==> config.mk <==
export PLATFORM = sky130hd
export DESIGN_NAME = dpcs_ctrl_status
export DESIGN_NICKNAME = d
export VERILOG_FILES = /design/src/dpcs_ctrl_status.v /design/src/dpcs_sync.v
export VERILOG_INCLUDE_DIRS = /design/src /design/src/src
export SDC_FILE = /design/constraint.sdc
export NUM_CORES = 1
export LEC_CHECK = 0
export BUFFER_PORTS_ARGS = -buffer_cell sky130_fd_sc_hd__buf_4
export CORE_UTILIZATION = 53
export CTS_BUF_LIST = sky130_fd_sc_hd__clkbuf_2
export DETAILED_ROUTE_END_ITERATION = 12
export PLACE_DENSITY = 0.95
export SLEW_MARGIN = 20
export SYNTH_ARGS = -nofsm -noshare
export SYNTH_HDL_FRONTEND = slang
export SYNTH_SLANG_ARGS = --single-unit
==> constraint.sdc <==
create_clock -name clock -period 5 [get_ports clock]
set_input_delay 1 -clock clock [delete_from_list [all_inputs] [get_ports clock]]
set_output_delay 1 -clock clock [all_outputs]
set_load 0.05 [all_outputs]
==> src/dpcs_consts.vh <==
`ifndef DPCS_CONSTS_VH
`define DPCS_CONSTS_VH

`define DPCS_ADDR_W          4
`define DPCS_ADDR_ABORT      4'h0
`define DPCS_ADDR_CTRL       4'h4
`define DPCS_CTRL_RESET      32'h0000_0000

`define DPCS_BIT_SYS_ACK     31
`define DPCS_BIT_SYS_REQ     30
`define DPCS_BIT_DBG_ACK     29
`define DPCS_BIT_DBG_REQ     28
`define DPCS_BIT_RST_ACK     27
`define DPCS_BIT_RST_REQ     26
`define DPCS_BIT_ERR_SEL     24
`define DPCS_BIT_WR_FAULT    7
`define DPCS_BIT_READ_GOOD   6
`define DPCS_BIT_FAULT       5
`define DPCS_BIT_OVERRUN     1
`define DPCS_BIT_ORUN_EN     0

`define DPCS_ABT_ORUN_CLR    4
`define DPCS_ABT_WFLT_CLR    3
`define DPCS_ABT_FLT_CLR     2
`define DPCS_ABT_ABORT       0

`define DPCS_SYNC_W          43

`endif

==> src/dpcs_ctrl_status.v <==
`timescale 1ns/1ps
`default_nettype none
`include "dpcs_consts.vh"
module dpcs_ctrl_status (
   input  wire        clock,                // System clock, 50 MHz
   input  wire        rst,                  // Async reset, active high
   input  wire        two_wire_variant,     // 1 two-wire link, 0 scan-chain
   input  wire        link_clk,             // Probe link clock pin
   input  wire        link_wr,              // Register write request
   input  wire        link_rd,              // Register read request
   input  wire [3:0]  link_addr,            // Register offset
   input  wire [31:0] link_wdata,           // Write data
   output reg  [31:0] link_rdata,           // Read data
   output reg         link_rvalid,          // Read data valid pulse
   input  wire        system_power_ack,     // Async acknowledge
   input  wire        debug_power_ack,      // Async acknowledge
   input  wire        debug_reset_ack,      // Async acknowledge
   output reg         system_power_request, // Power request
   output reg         debug_power_request,  // Power request
   output reg         debug_reset_request,  // Debug reset request
   input  wire        ap_error,             // Transaction error pulse
   input  wire        ap_overrun,           // Overrun pulse
   input  wire        ap_read_done,         // Read or buffer read done
   input  wire        ap_read_ok,           // Its response was OK
   input  wire        wdata_phase_fault,    // Parity/framing fault pulse
   input  wire        write_dropped,        // Accepted write dropped
   output reg         ap_abort              // Abort pulse to the port
);
   wire [`DPCS_SYNC_W-1:0] sync_q;
   wire                    lclk_s;
   wire                    wr_s;
   wire                    rd_s;
   wire [3:0]              addr_s;
   wire [31:0]             wdata_s;
   wire                    sys_ack_s;
   wire                    dbg_ack_s;
   wire                    rst_ack_s;
   wire                    two_wire_s;
   reg                     lclk_d_reg;
   reg                     err_sel_reg;
   reg                     orun_en_reg;
   reg                     fault_reg;
   reg                     overrun_reg;
   reg                     read_good_reg;
   reg                     wr_fault_reg;
   wire                    link_edge;
   wire                    wr_ctrl;
   wire                    wr_abort;
   wire                    clr_fault;
   wire                    clr_overrun;
   wire                    clr_wr_fault;
   wire [31:0]             ctrl_value;
   reg                     sys_req_next;
   reg                     dbg_req_next;
   reg                     rst_req_next;
   reg                     err_sel_next;
   reg                     orun_en_next;
   reg                     fault_next;
   reg                     overrun_next;
   reg                     read_good_next;
   reg                     wr_fault_next;
   reg  [31:0]             rdata_next;

   // Probe-side pins and acknowledges cross into the system clock
   dpcs_sync #(.W(`DPCS_SYNC_W)) u_sync (
      .clock (clock),
      .rst   (rst),
      .d     ({two_wire_variant, debug_reset_ack, debug_power_ack,
               system_power_ack, link_wdata, link_addr, link_rd,
               link_wr, link_clk}),
      .q     (sync_q)
   );
   assign lclk_s     = sync_q[0];
   assign wr_s       = sync_q[1];
   assign rd_s       = sync_q[2];
   assign addr_s     = sync_q[6:3];
   assign wdata_s    = sync_q[38:7];
   assign sys_ack_s  = sync_q[39];
   assign dbg_ack_s  = sync_q[40];
   assign rst_ack_s  = sync_q[41];
   assign two_wire_s = sync_q[42];

   // Requests are taken on the link clock rising edge only
   always @(posedge clock or posedge rst) begin
      if (rst) begin
         lclk_d_reg <= 1'b0;
      end else begin
         lclk_d_reg <= lclk_s;
      end
   end
   assign link_edge = lclk_s & ~lclk_d_reg;
   assign wr_ctrl   = link_edge & wr_s & (addr_s == `DPCS_ADDR_CTRL);
   assign wr_abort  = link_edge & wr_s & (addr_s == `DPCS_ADDR_ABORT);

   assign clr_fault = (wr_abort & wdata_s[`DPCS_ABT_FLT_CLR])
      | (wr_ctrl & ~two_wire_s & wdata_s[`DPCS_BIT_FAULT]);
   assign clr_overrun = (wr_abort & wdata_s[`DPCS_ABT_ORUN_CLR])
      | (wr_ctrl & ~two_wire_s & wdata_s[`DPCS_BIT_OVERRUN]);
   assign clr_wr_fault = wr_abort & wdata_s[`DPCS_ABT_WFLT_CLR];

   // Writable control fields change only on a taken control write
   always @* begin
      sys_req_next = system_power_request;
      dbg_req_next = debug_power_request;
      rst_req_next = debug_reset_request;
      err_sel_next = err_sel_reg;
      orun_en_next = orun_en_reg;
      if (wr_ctrl) begin
         sys_req_next = wdata_s[`DPCS_BIT_SYS_REQ];
         dbg_req_next = wdata_s[`DPCS_BIT_DBG_REQ];
         rst_req_next = wdata_s[`DPCS_BIT_RST_REQ];
         err_sel_next = wdata_s[`DPCS_BIT_ERR_SEL];
         orun_en_next = wdata_s[`DPCS_BIT_ORUN_EN];
      end
   end

   always @(posedge clock or posedge rst) begin
      if (rst) begin
         system_power_request <= 1'b0;
         debug_power_request  <= 1'b0;
         debug_reset_request  <= 1'b0;
         err_sel_reg          <= 1'b0;
         orun_en_reg          <= 1'b0;
      end else begin
         system_power_request <= sys_req_next;
         debug_power_request  <= dbg_req_next;
         debug_reset_request  <= rst_req_next;
         err_sel_reg          <= err_sel_next;
         orun_en_reg          <= orun_en_next;
      end
   end

   // Hardware set wins over a register-write clear in the same cycle; scan-chain mode zeroing of bits 7:6 wins over set
   always @* begin
      fault_next     = fault_reg;
      overrun_next   = overrun_reg;
      read_good_next = read_good_reg;
      wr_fault_next  = wr_fault_reg;
      if (ap_error & ~err_sel_reg) begin
         fault_next = 1'b1;
      end else if (clr_fault) begin
         fault_next = 1'b0;
      end
      if (ap_overrun & orun_en_reg) begin
         overrun_next = 1'b1;
      end else if (clr_overrun) begin
         overrun_next = 1'b0;
      end
      // Scan-chain mode holds bits 7:6 at zero, so no stale flag shows
      if (!two_wire_s) begin
         read_good_next = 1'b0;
      end else if (ap_read_done) begin
         read_good_next = ap_read_ok;
      end
      if (!two_wire_s) begin
         wr_fault_next = 1'b0;
      end else if (wdata_phase_fault | write_dropped) begin
         wr_fault_next = 1'b1;
      end else if (clr_wr_fault) begin
         wr_fault_next = 1'b0;
      end
   end

   always @(posedge clock or posedge rst) begin
      if (rst) begin
         fault_reg     <= 1'b0;
         overrun_reg   <= 1'b0;
         read_good_reg <= 1'b0;
         wr_fault_reg  <= 1'b0;
      end else begin
         fault_reg     <= fault_next;
         overrun_reg   <= overrun_next;
         read_good_reg <= read_good_next;
         wr_fault_reg  <= wr_fault_next;
      end
   end

   assign ctrl_value = {sys_ack_s,
                        system_power_request,
                        dbg_ack_s,
                        debug_power_request,
                        rst_ack_s,
                        debug_reset_request,
                        1'b0,
                        err_sel_reg,
                        16'h0000,
                        wr_fault_reg,
                        read_good_reg,
                        fault_reg,
                        3'h0,
                        overrun_reg,
                        orun_en_reg};

   // Abort is write-only, so other offsets read as zero
   always @* begin
      if (addr_s == `DPCS_ADDR_CTRL) begin
         rdata_next = ctrl_value;
      end else begin
         rdata_next = 32'h0000_0000;
      end
   end

   // Read data holds between reads so a slow probe can still take it
   always @(posedge clock or posedge rst) begin
      if (rst) begin
         link_rdata  <= `DPCS_CTRL_RESET;
         link_rvalid <= 1'b0;
         ap_abort    <= 1'b0;
      end else begin
         link_rvalid <= link_edge & rd_s;
         ap_abort    <= wr_abort & wdata_s[`DPCS_ABT_ABORT];
         if (link_edge & rd_s) begin
            link_rdata <= rdata_next;
         end
      end
   end
endmodule // dpcs_ctrl_status
`default_nettype wire

==> src/dpcs_sync.v <==
`timescale 1ns/1ps
`default_nettype none
module dpcs_sync #(
   parameter W = 1
) (
   input  wire         clock, // System clock
   input  wire         rst,   // Async reset, active high
   input  wire [W-1:0] d,     // Asynchronous inputs
   output wire [W-1:0] q      // Synchronised outputs
);
   genvar i;
   generate
      for (i = 0; i < W; i = i + 1) begin : g_bit
         reg meta_reg;
         reg sync_reg;
         always @(posedge clock or posedge rst) begin
            if (rst) begin
               meta_reg <= 1'b0;
               sync_reg <= 1'b0;
            end else begin
               meta_reg <= d[i];
               sync_reg <= meta_reg;
            end
         end
         assign q[i] = sync_reg;
      end
   endgenerate
endmodule // dpcs_sync
`default_nettype wire

==> results.json, run 1 <==
{
  "netlist_area_um2": 2190,
  "synth.ff_latch_count": 66,
  "final_util_pct": 65.2,
  "die_w_um": 66.3,
  "ys_types": 25,
  "r2r-start": "u_sync.g_bit[6].sync_reg",
  "drtIter0Drc": 57,
  "final_nets": 238,
  "synth_top_area_cell": "dfrtp_1",
  "synthAdderAreaFrac_pct": 0,
  "maxSlewViolCount": 0,
  "setup_viol": 0,
  "die_area_um2": 4400,
  "power.density_nw_per_um2": 372,
  "num_vias": 1150,
  "leakage_nw": 1.35,
  "rsz0062_at_grt": "no",
  "cp_slowest_stage_delay_ns": 0.43,
  "period_minus_slack_ns": 2.10,
  "globalRouteMet1Util_pct": 20.9,
  "drc": 0,
  "use_met3_pct": 5.69,
  "coreArea_um2": 4000,
  "grt_pass1_vias": 1131,
  "grt_max_degree": 67,
  "cts_tree": "done",
  "yosysMostFrequentCell": "dfrtp_1",
  "finalCritPeriodShare_pct": 42.0,
  "vias_per_cell": 4.75,
  "hold_viol": 0,
  "diodes": 0,
  "synth_xor_area_share_pct": 0,
  "syn2layout_area_growth_pct": 19.0,
  "synthCells": 133,
  "setup_tns_ns": 0,
  "ys_top_cells_by_count": "66 x dfrtp_1, 20 x buf_4, 12 x a22o_1, 6 x inv_1, 5 x mux2_4",
  "ir_drop_uv": 212,
  "gr-total-overflow": 0,
  "antenna_left": 0,
  "fin_skew_ns": 0.0187,
  "yosys_warnings": 0,
  "crit_chain": "buf_4",
  "wl_per_cell_um": 13.9,
  "drv_cap": 0,
  "postRouteWirelength_um": 3370,
  "path_class": "reg2out",
  "max_slew_margin_pct": 49.5,
  "endpoint_kind": "output port",
  "ys.flop_type": "dfrtp_1",
  "htree_levels": 3,
  "cp_top_family": "flip-flops",
  "synth_edf_count": 0,
  "max_freq_ghz": 0.476,
  "yosysTopAreaCellShare_pct": 75.3,
  "grt_use_met2_pct": 29.5,
  "synth_area_leaders": "dfrtp_1 75%, buf_4 6.8%, a22o_1 4.8%",
  "drt_pass1_iterations": 4,
  "synth-simple-area-share_pct": 5.31,
  "cts.sinks": 66,
  "hold_buffers": 0,
  "arrival_ns": 1.10,
  "portBuffers": 45,
  "place_congestion": 0.731,
  "min-delay-start": "u_sync.g_bit[41].meta_reg",
  "muxShareOfSynthArea_pct": 3.88,
  "clk_latency_ns": 0.45,
  "worstMarginPinSlew_ns": 0.757,
  "synth_compound_area_share_pct": 6.62,
  "grt_pass1_wl_um": 5370,
  "worstSetupStartpointType": "flop",
  "layout-drive-gt1-share_pct": 37.0,
  "crit_start": "debug_power_request",
  "cts_resized": 0,
  "cts_buffers": 9,
  "crit_buf_inv": 1,
  "gr-usage-all-layers_pct": 18.3,
  "cts_root_buffer": "clkbuf_2",
  "hold_class": "reg2reg",
  "synth_area_per_cell_um2": 16.5,
  "cp_slowest_cell": "dfrtp_1",
  "post_cts_buffers": 0,
  "clk_pin_slew_ns": 0.16,
  "num_rows": 23,
  "die_h_um": 66.3,
  "critical_path.max_fanout": 3,
  "pin_count": 88,
  "start_util_pct": 54.8,
  "synthArstFlopShare_pct": 100,
  "antenna_found_initial": 0,
  "grt-busiest-layer": "met2",
  "synth_top_family_by_area": "buffers and inverters",
  "dpl.hpwl_um": 2440,
  "worstPathRequired_ns": 4.00,
  "cts_max_path_buffers": 2,
  "ys_seq_area_share_pct": 75.3,
  "run_status": "complete, no violations"
}
[layer usage]
layer	vias to the layer above	routed length, µm
li1	517	-
met1	580	1260
met2	47	1850
met3	6	196
met4	0	59
met5	-	0
[metrics by stage]
stage | total power, W | std cells | instance area, µm² | worst slack [ns] | hold slack, ns
after floorplan | 0.000674 | 152 | 2260 | 2.35 | 0.331
after global placement | 0.000693 | 226 | 2510 | 3.26 | 0.333
after detailed placement | 0.000699 | 226 | 2510 | 3.22 | 0.336
after CTS | 0.000983 | 242 | 2610 | 2.85 | 0.366
after global routing | 0.00102 | 242 | 2610 | 2.82 | 0.372
final | 0.000972 | 242 | 2610 | 2.90 | 0.362
[cells in the final DEF, fill, tap and decap left out, drive strengths merged, types with 3 or more instances in the layout]
cell type,instances
nor2,4
buf,46
inv,7
clkbuf,12
mux2,5
dfrtp,66
o31ai,3
a22o,12
conb,20
clkinv,3
[cell type report]
class | instances | area, µm²
inverters | 7 | 26.3
flip-flops and latches | 66 | 1650
clock inverters | 4 | 42.5
multi-input cells | 57 | 422
repair buffers | 46 | 345
clock buffers | 12 | 60.1
well taps | 50 | 62.6
fillers | 278 | 1390
[path summary, 6_finish.rpt]
kind | end | slack, ns | depth (start not counted)
max | debug_power_request | 2.90 | 1
min | u_sync.g_bit[41].sync_reg | 0.36 | 0
max reg2reg | system_power_request | 3.35 | 3
min reg2reg | u_sync.g_bit[41].sync_reg | 0.36 | 0
max in group asynchronous | u_sync.g_bit[11].sync_reg | 3.75 | 3
min in group asynchronous | u_sync.g_bit[39].meta_reg | 0.75 | 3
[report_power, final]
| part | internal [W] | switching (W) | leakage [nW] |
|---|---|---|---|
| combinational | 0.0000343 | 0.0000772 | 0.477 |
| sequential | 0.000561 | 0.0000152 | 0.805 |
| clock | 0.000118 | 0.000165 | 0.0710 |
[cells by family after synthesis]
family / Yosys count
AOI/OAI and AO/OA: 18
muxes: 6
DFF: 66
other: 1
and+or+nand+nor: 13
buffers and inverters: 29
Power figures use the tool's default switching activity.
==> inputs of run 2 (changes only) <==
--- a/config.mk
+++ b/config.mk
@@ -7,10 +7,10 @@
 export NUM_CORES = 1
 export LEC_CHECK = 0
 export BUFFER_PORTS_ARGS = -buffer_cell sky130_fd_sc_hd__buf_4
-export CORE_UTILIZATION = 53
+export CORE_UTILIZATION = 44
 export CTS_BUF_LIST = sky130_fd_sc_hd__clkbuf_2
 export DETAILED_ROUTE_END_ITERATION = 12
-export PLACE_DENSITY = 0.95
+export PLACE_DENSITY = 0.89
 export SLEW_MARGIN = 20
 export SYNTH_ARGS = -nofsm -noshare
 export SYNTH_HDL_FRONTEND = slang
==> constraint.sdc (replaced) <==
create_clock -name clock -period 1.87 [get_ports clock]
set_input_delay 0.374 -clock clock [delete_from_list [all_inputs] [get_ports clock]]
set_output_delay 0.374 -clock clock [all_outputs]
set_load 0.05 [all_outputs]
==> run 2 against run 1 <==
Critical endpoint is now debug_reset_request. Clock-buffer cell count decreased by 2. Critical path type is now reg2reg. Setup slack lost 2.7 ns. Clock skew is 0.0014 ns lower.
==> results.json, run 2 (same netlist as run 1, synthesis figures left out) <==
{
  "run_status": "complete, no violations",
  "nFillCells": 401,
  "endpoint_kind": "flop",
  "setup_viol": 0,
  "grt_max_degree": 67,
  "reg2reg_to": "debug_reset_request",
  "rsz0062_at_grt": "no",
  "hold_viol": 0,
  "htree_levels": 3,
  "clk_pin_slew_ns": 0.17,
  "diodes": 0,
  "wl_per_cell_um": 11.2,
  "worstSetupStartpointType": "flop",
  "drtIter0Drc": 44,
  "cts_buffers": 9,
  "layout_common_cells": "66 x dfrtp_1, 46 x buf_4, 22 x dlygate4sd3_1",
  "cts_tree": "done",
  "drv_cap": 0,
  "critical_path.max_fanout": 5,
  "postLayoutCellArea_um2": 2860,
  "vias_per_cell": 4.20,
  "r2r_slack_ns": 0.23,
  "coreArea_um2": 4750,
  "die_area_um2": 5270,
  "grt_pass1_vias": 1099,
  "pin_count": 88,
  "period_minus_slack_ns": 1.64,
  "leakage_nw": 1.44,
  "power.density_nw_per_um2": 875,
  "cts_root_buffer": "clkbuf_2",
  "drt_pass1_iterations": 4,
  "cts_resized": 0,
  "syn2layout_area_growth_pct": 30.2,
  "antenna_found_initial": 0,
  "place_congestion": 0.686,
  "r2r-start": "u_sync.g_bit[6].sync_reg",
  "postRouteWirelength_um": 3150,
  "setup_tns_ns": 0,
  "num_rows": 25,
  "drc": 0,
  "fin_skew_ns": 0.0173,
  "layout-drive-gt1-share_pct": 33.5,
  "max_freq_ghz": 0.610,
  "placed_cell_area_um2": 2550,
  "hold_buffers": 22,
  "arrival_ns": 1.98,
  "cts_max_path_buffers": 2,
  "maxSlewViolCount": 0,
  "final_common_cell": "dfrtp_1",
  "antenna_left": 0,
  "portBuffers": 45,
  "post_cts_buffers": 0,
  "cts.sinks": 66,
  "reg2regPathDepth": 3,
  "start_util_pct": 46.1,
  "ir_drop_uv": 363,
  "clk_latency_ns": 0.44,
  "finalCritPeriodShare_pct": 87.7,
  "die_w_um": 72.6,
  "final_nets": 261,
  "grt_pass1_wl_um": 4940,
  "die_h_um": 72.6,
  "path_class": "reg2reg",
  "worstPathRequired_ns": 2.21,
  "num_vias": 1184,
  "power_w": 0.00250,
  "crit_end": "debug_reset_request",
  "gr-usage-all-layers_pct": 13.5,
  "gr-total-overflow": 0,
  "dpl.hpwl_um": 2120,
  "hold_class": "in2reg",
  "crit_start": "u_sync.g_bit[6].sync_reg"
}
run 2: cell count changes in the layout (fill, tap and decap cells not counted):
cell / previous run / this run
buf_12: 0 / 1
bufinv_16: 1 / 0
clkbuf_2: 12 / 10
clkinv_2: 1 / 2
clkinv_4: 0 / 1
clkinvlp_4: 0 / 2
dlygate4sd3_1: 0 / 22
inv_2: 2 / 1
run 2: layout make-up:
| cell class | instances | area [µm²] | area share, % |
|---|---|---|---|
| sequential | 66 | 1650 | 57.8 |
| timing repair buffer | 69 | 586 | 20.5 |
| multi-input combinational | 57 | 422 | 14.8 |
| tap | 67 | 83.8 | 2.93 |
| clock buffer | 10 | 50.0 | 1.75 |
| clock inverter | 6 | 33.8 | 1.18 |
| inverter | 7 | 30.0 | 1.05 |
run 2: power breakdown:
group	internal [W]	switching [W]	leakage, nW
sequential	0.00150	0.0000362	0.805
clock	0.000170	0.000454	0.0568
combinational	0.000126	0.000213	0.573
total	0.00180	0.000703	1.44
run 2: through the flow:
stage	instances	setup slack (ns)	hold WS (ns)	utilization, %
floorplan	152	0.317	0.331	-
global placement	244	0.286	0.333	53.7
detailed placement	244	0.248	0.335	53.7
CTS	282	0.220	0.111	60.1
global route	282	0.187	0.128	60.1
finish	282	0.230	0.161	60.1
run 2: layer usage:
metal / up-vias / wire, µm / global-route usage, % / part of all wire [%]
met2: 59 / 1580 / 20.8 / 50
met5: - / 0 / 0 / 0
met1: 549 / 1250 / 15.5 / 40
met4: 0 / 65 / 9.15 / 2.1
li1: 570 / - / - / -
met3: 6 / 257 / 5.39 / 8.2
run 2: worst min path at each step:
stage                               from                   endpoint  slack, ns  cells after the start
3_5_place_dp    u_sync.g_bit[5].meta_reg   u_sync.g_bit[5].sync_reg       0.33                      0
5_1_grt                       ap_overrun                overrun_reg       0.13                      3
2_1_floorplan   u_sync.g_bit[0].meta_reg   u_sync.g_bit[0].sync_reg       0.33                      0
6_report                      ap_overrun                overrun_reg       0.16                      3
3_3_place_gp   u_sync.g_bit[40].meta_reg  u_sync.g_bit[40].sync_reg       0.33                      0
4_1_cts                       ap_overrun                overrun_reg       0.11                      3
run 2: critical path: stages (launching register included):
cell,delay (ns)
dfrtp_1,0.42
or4b_4,0.62
nor2_8,0.20
mux2_4,0.31
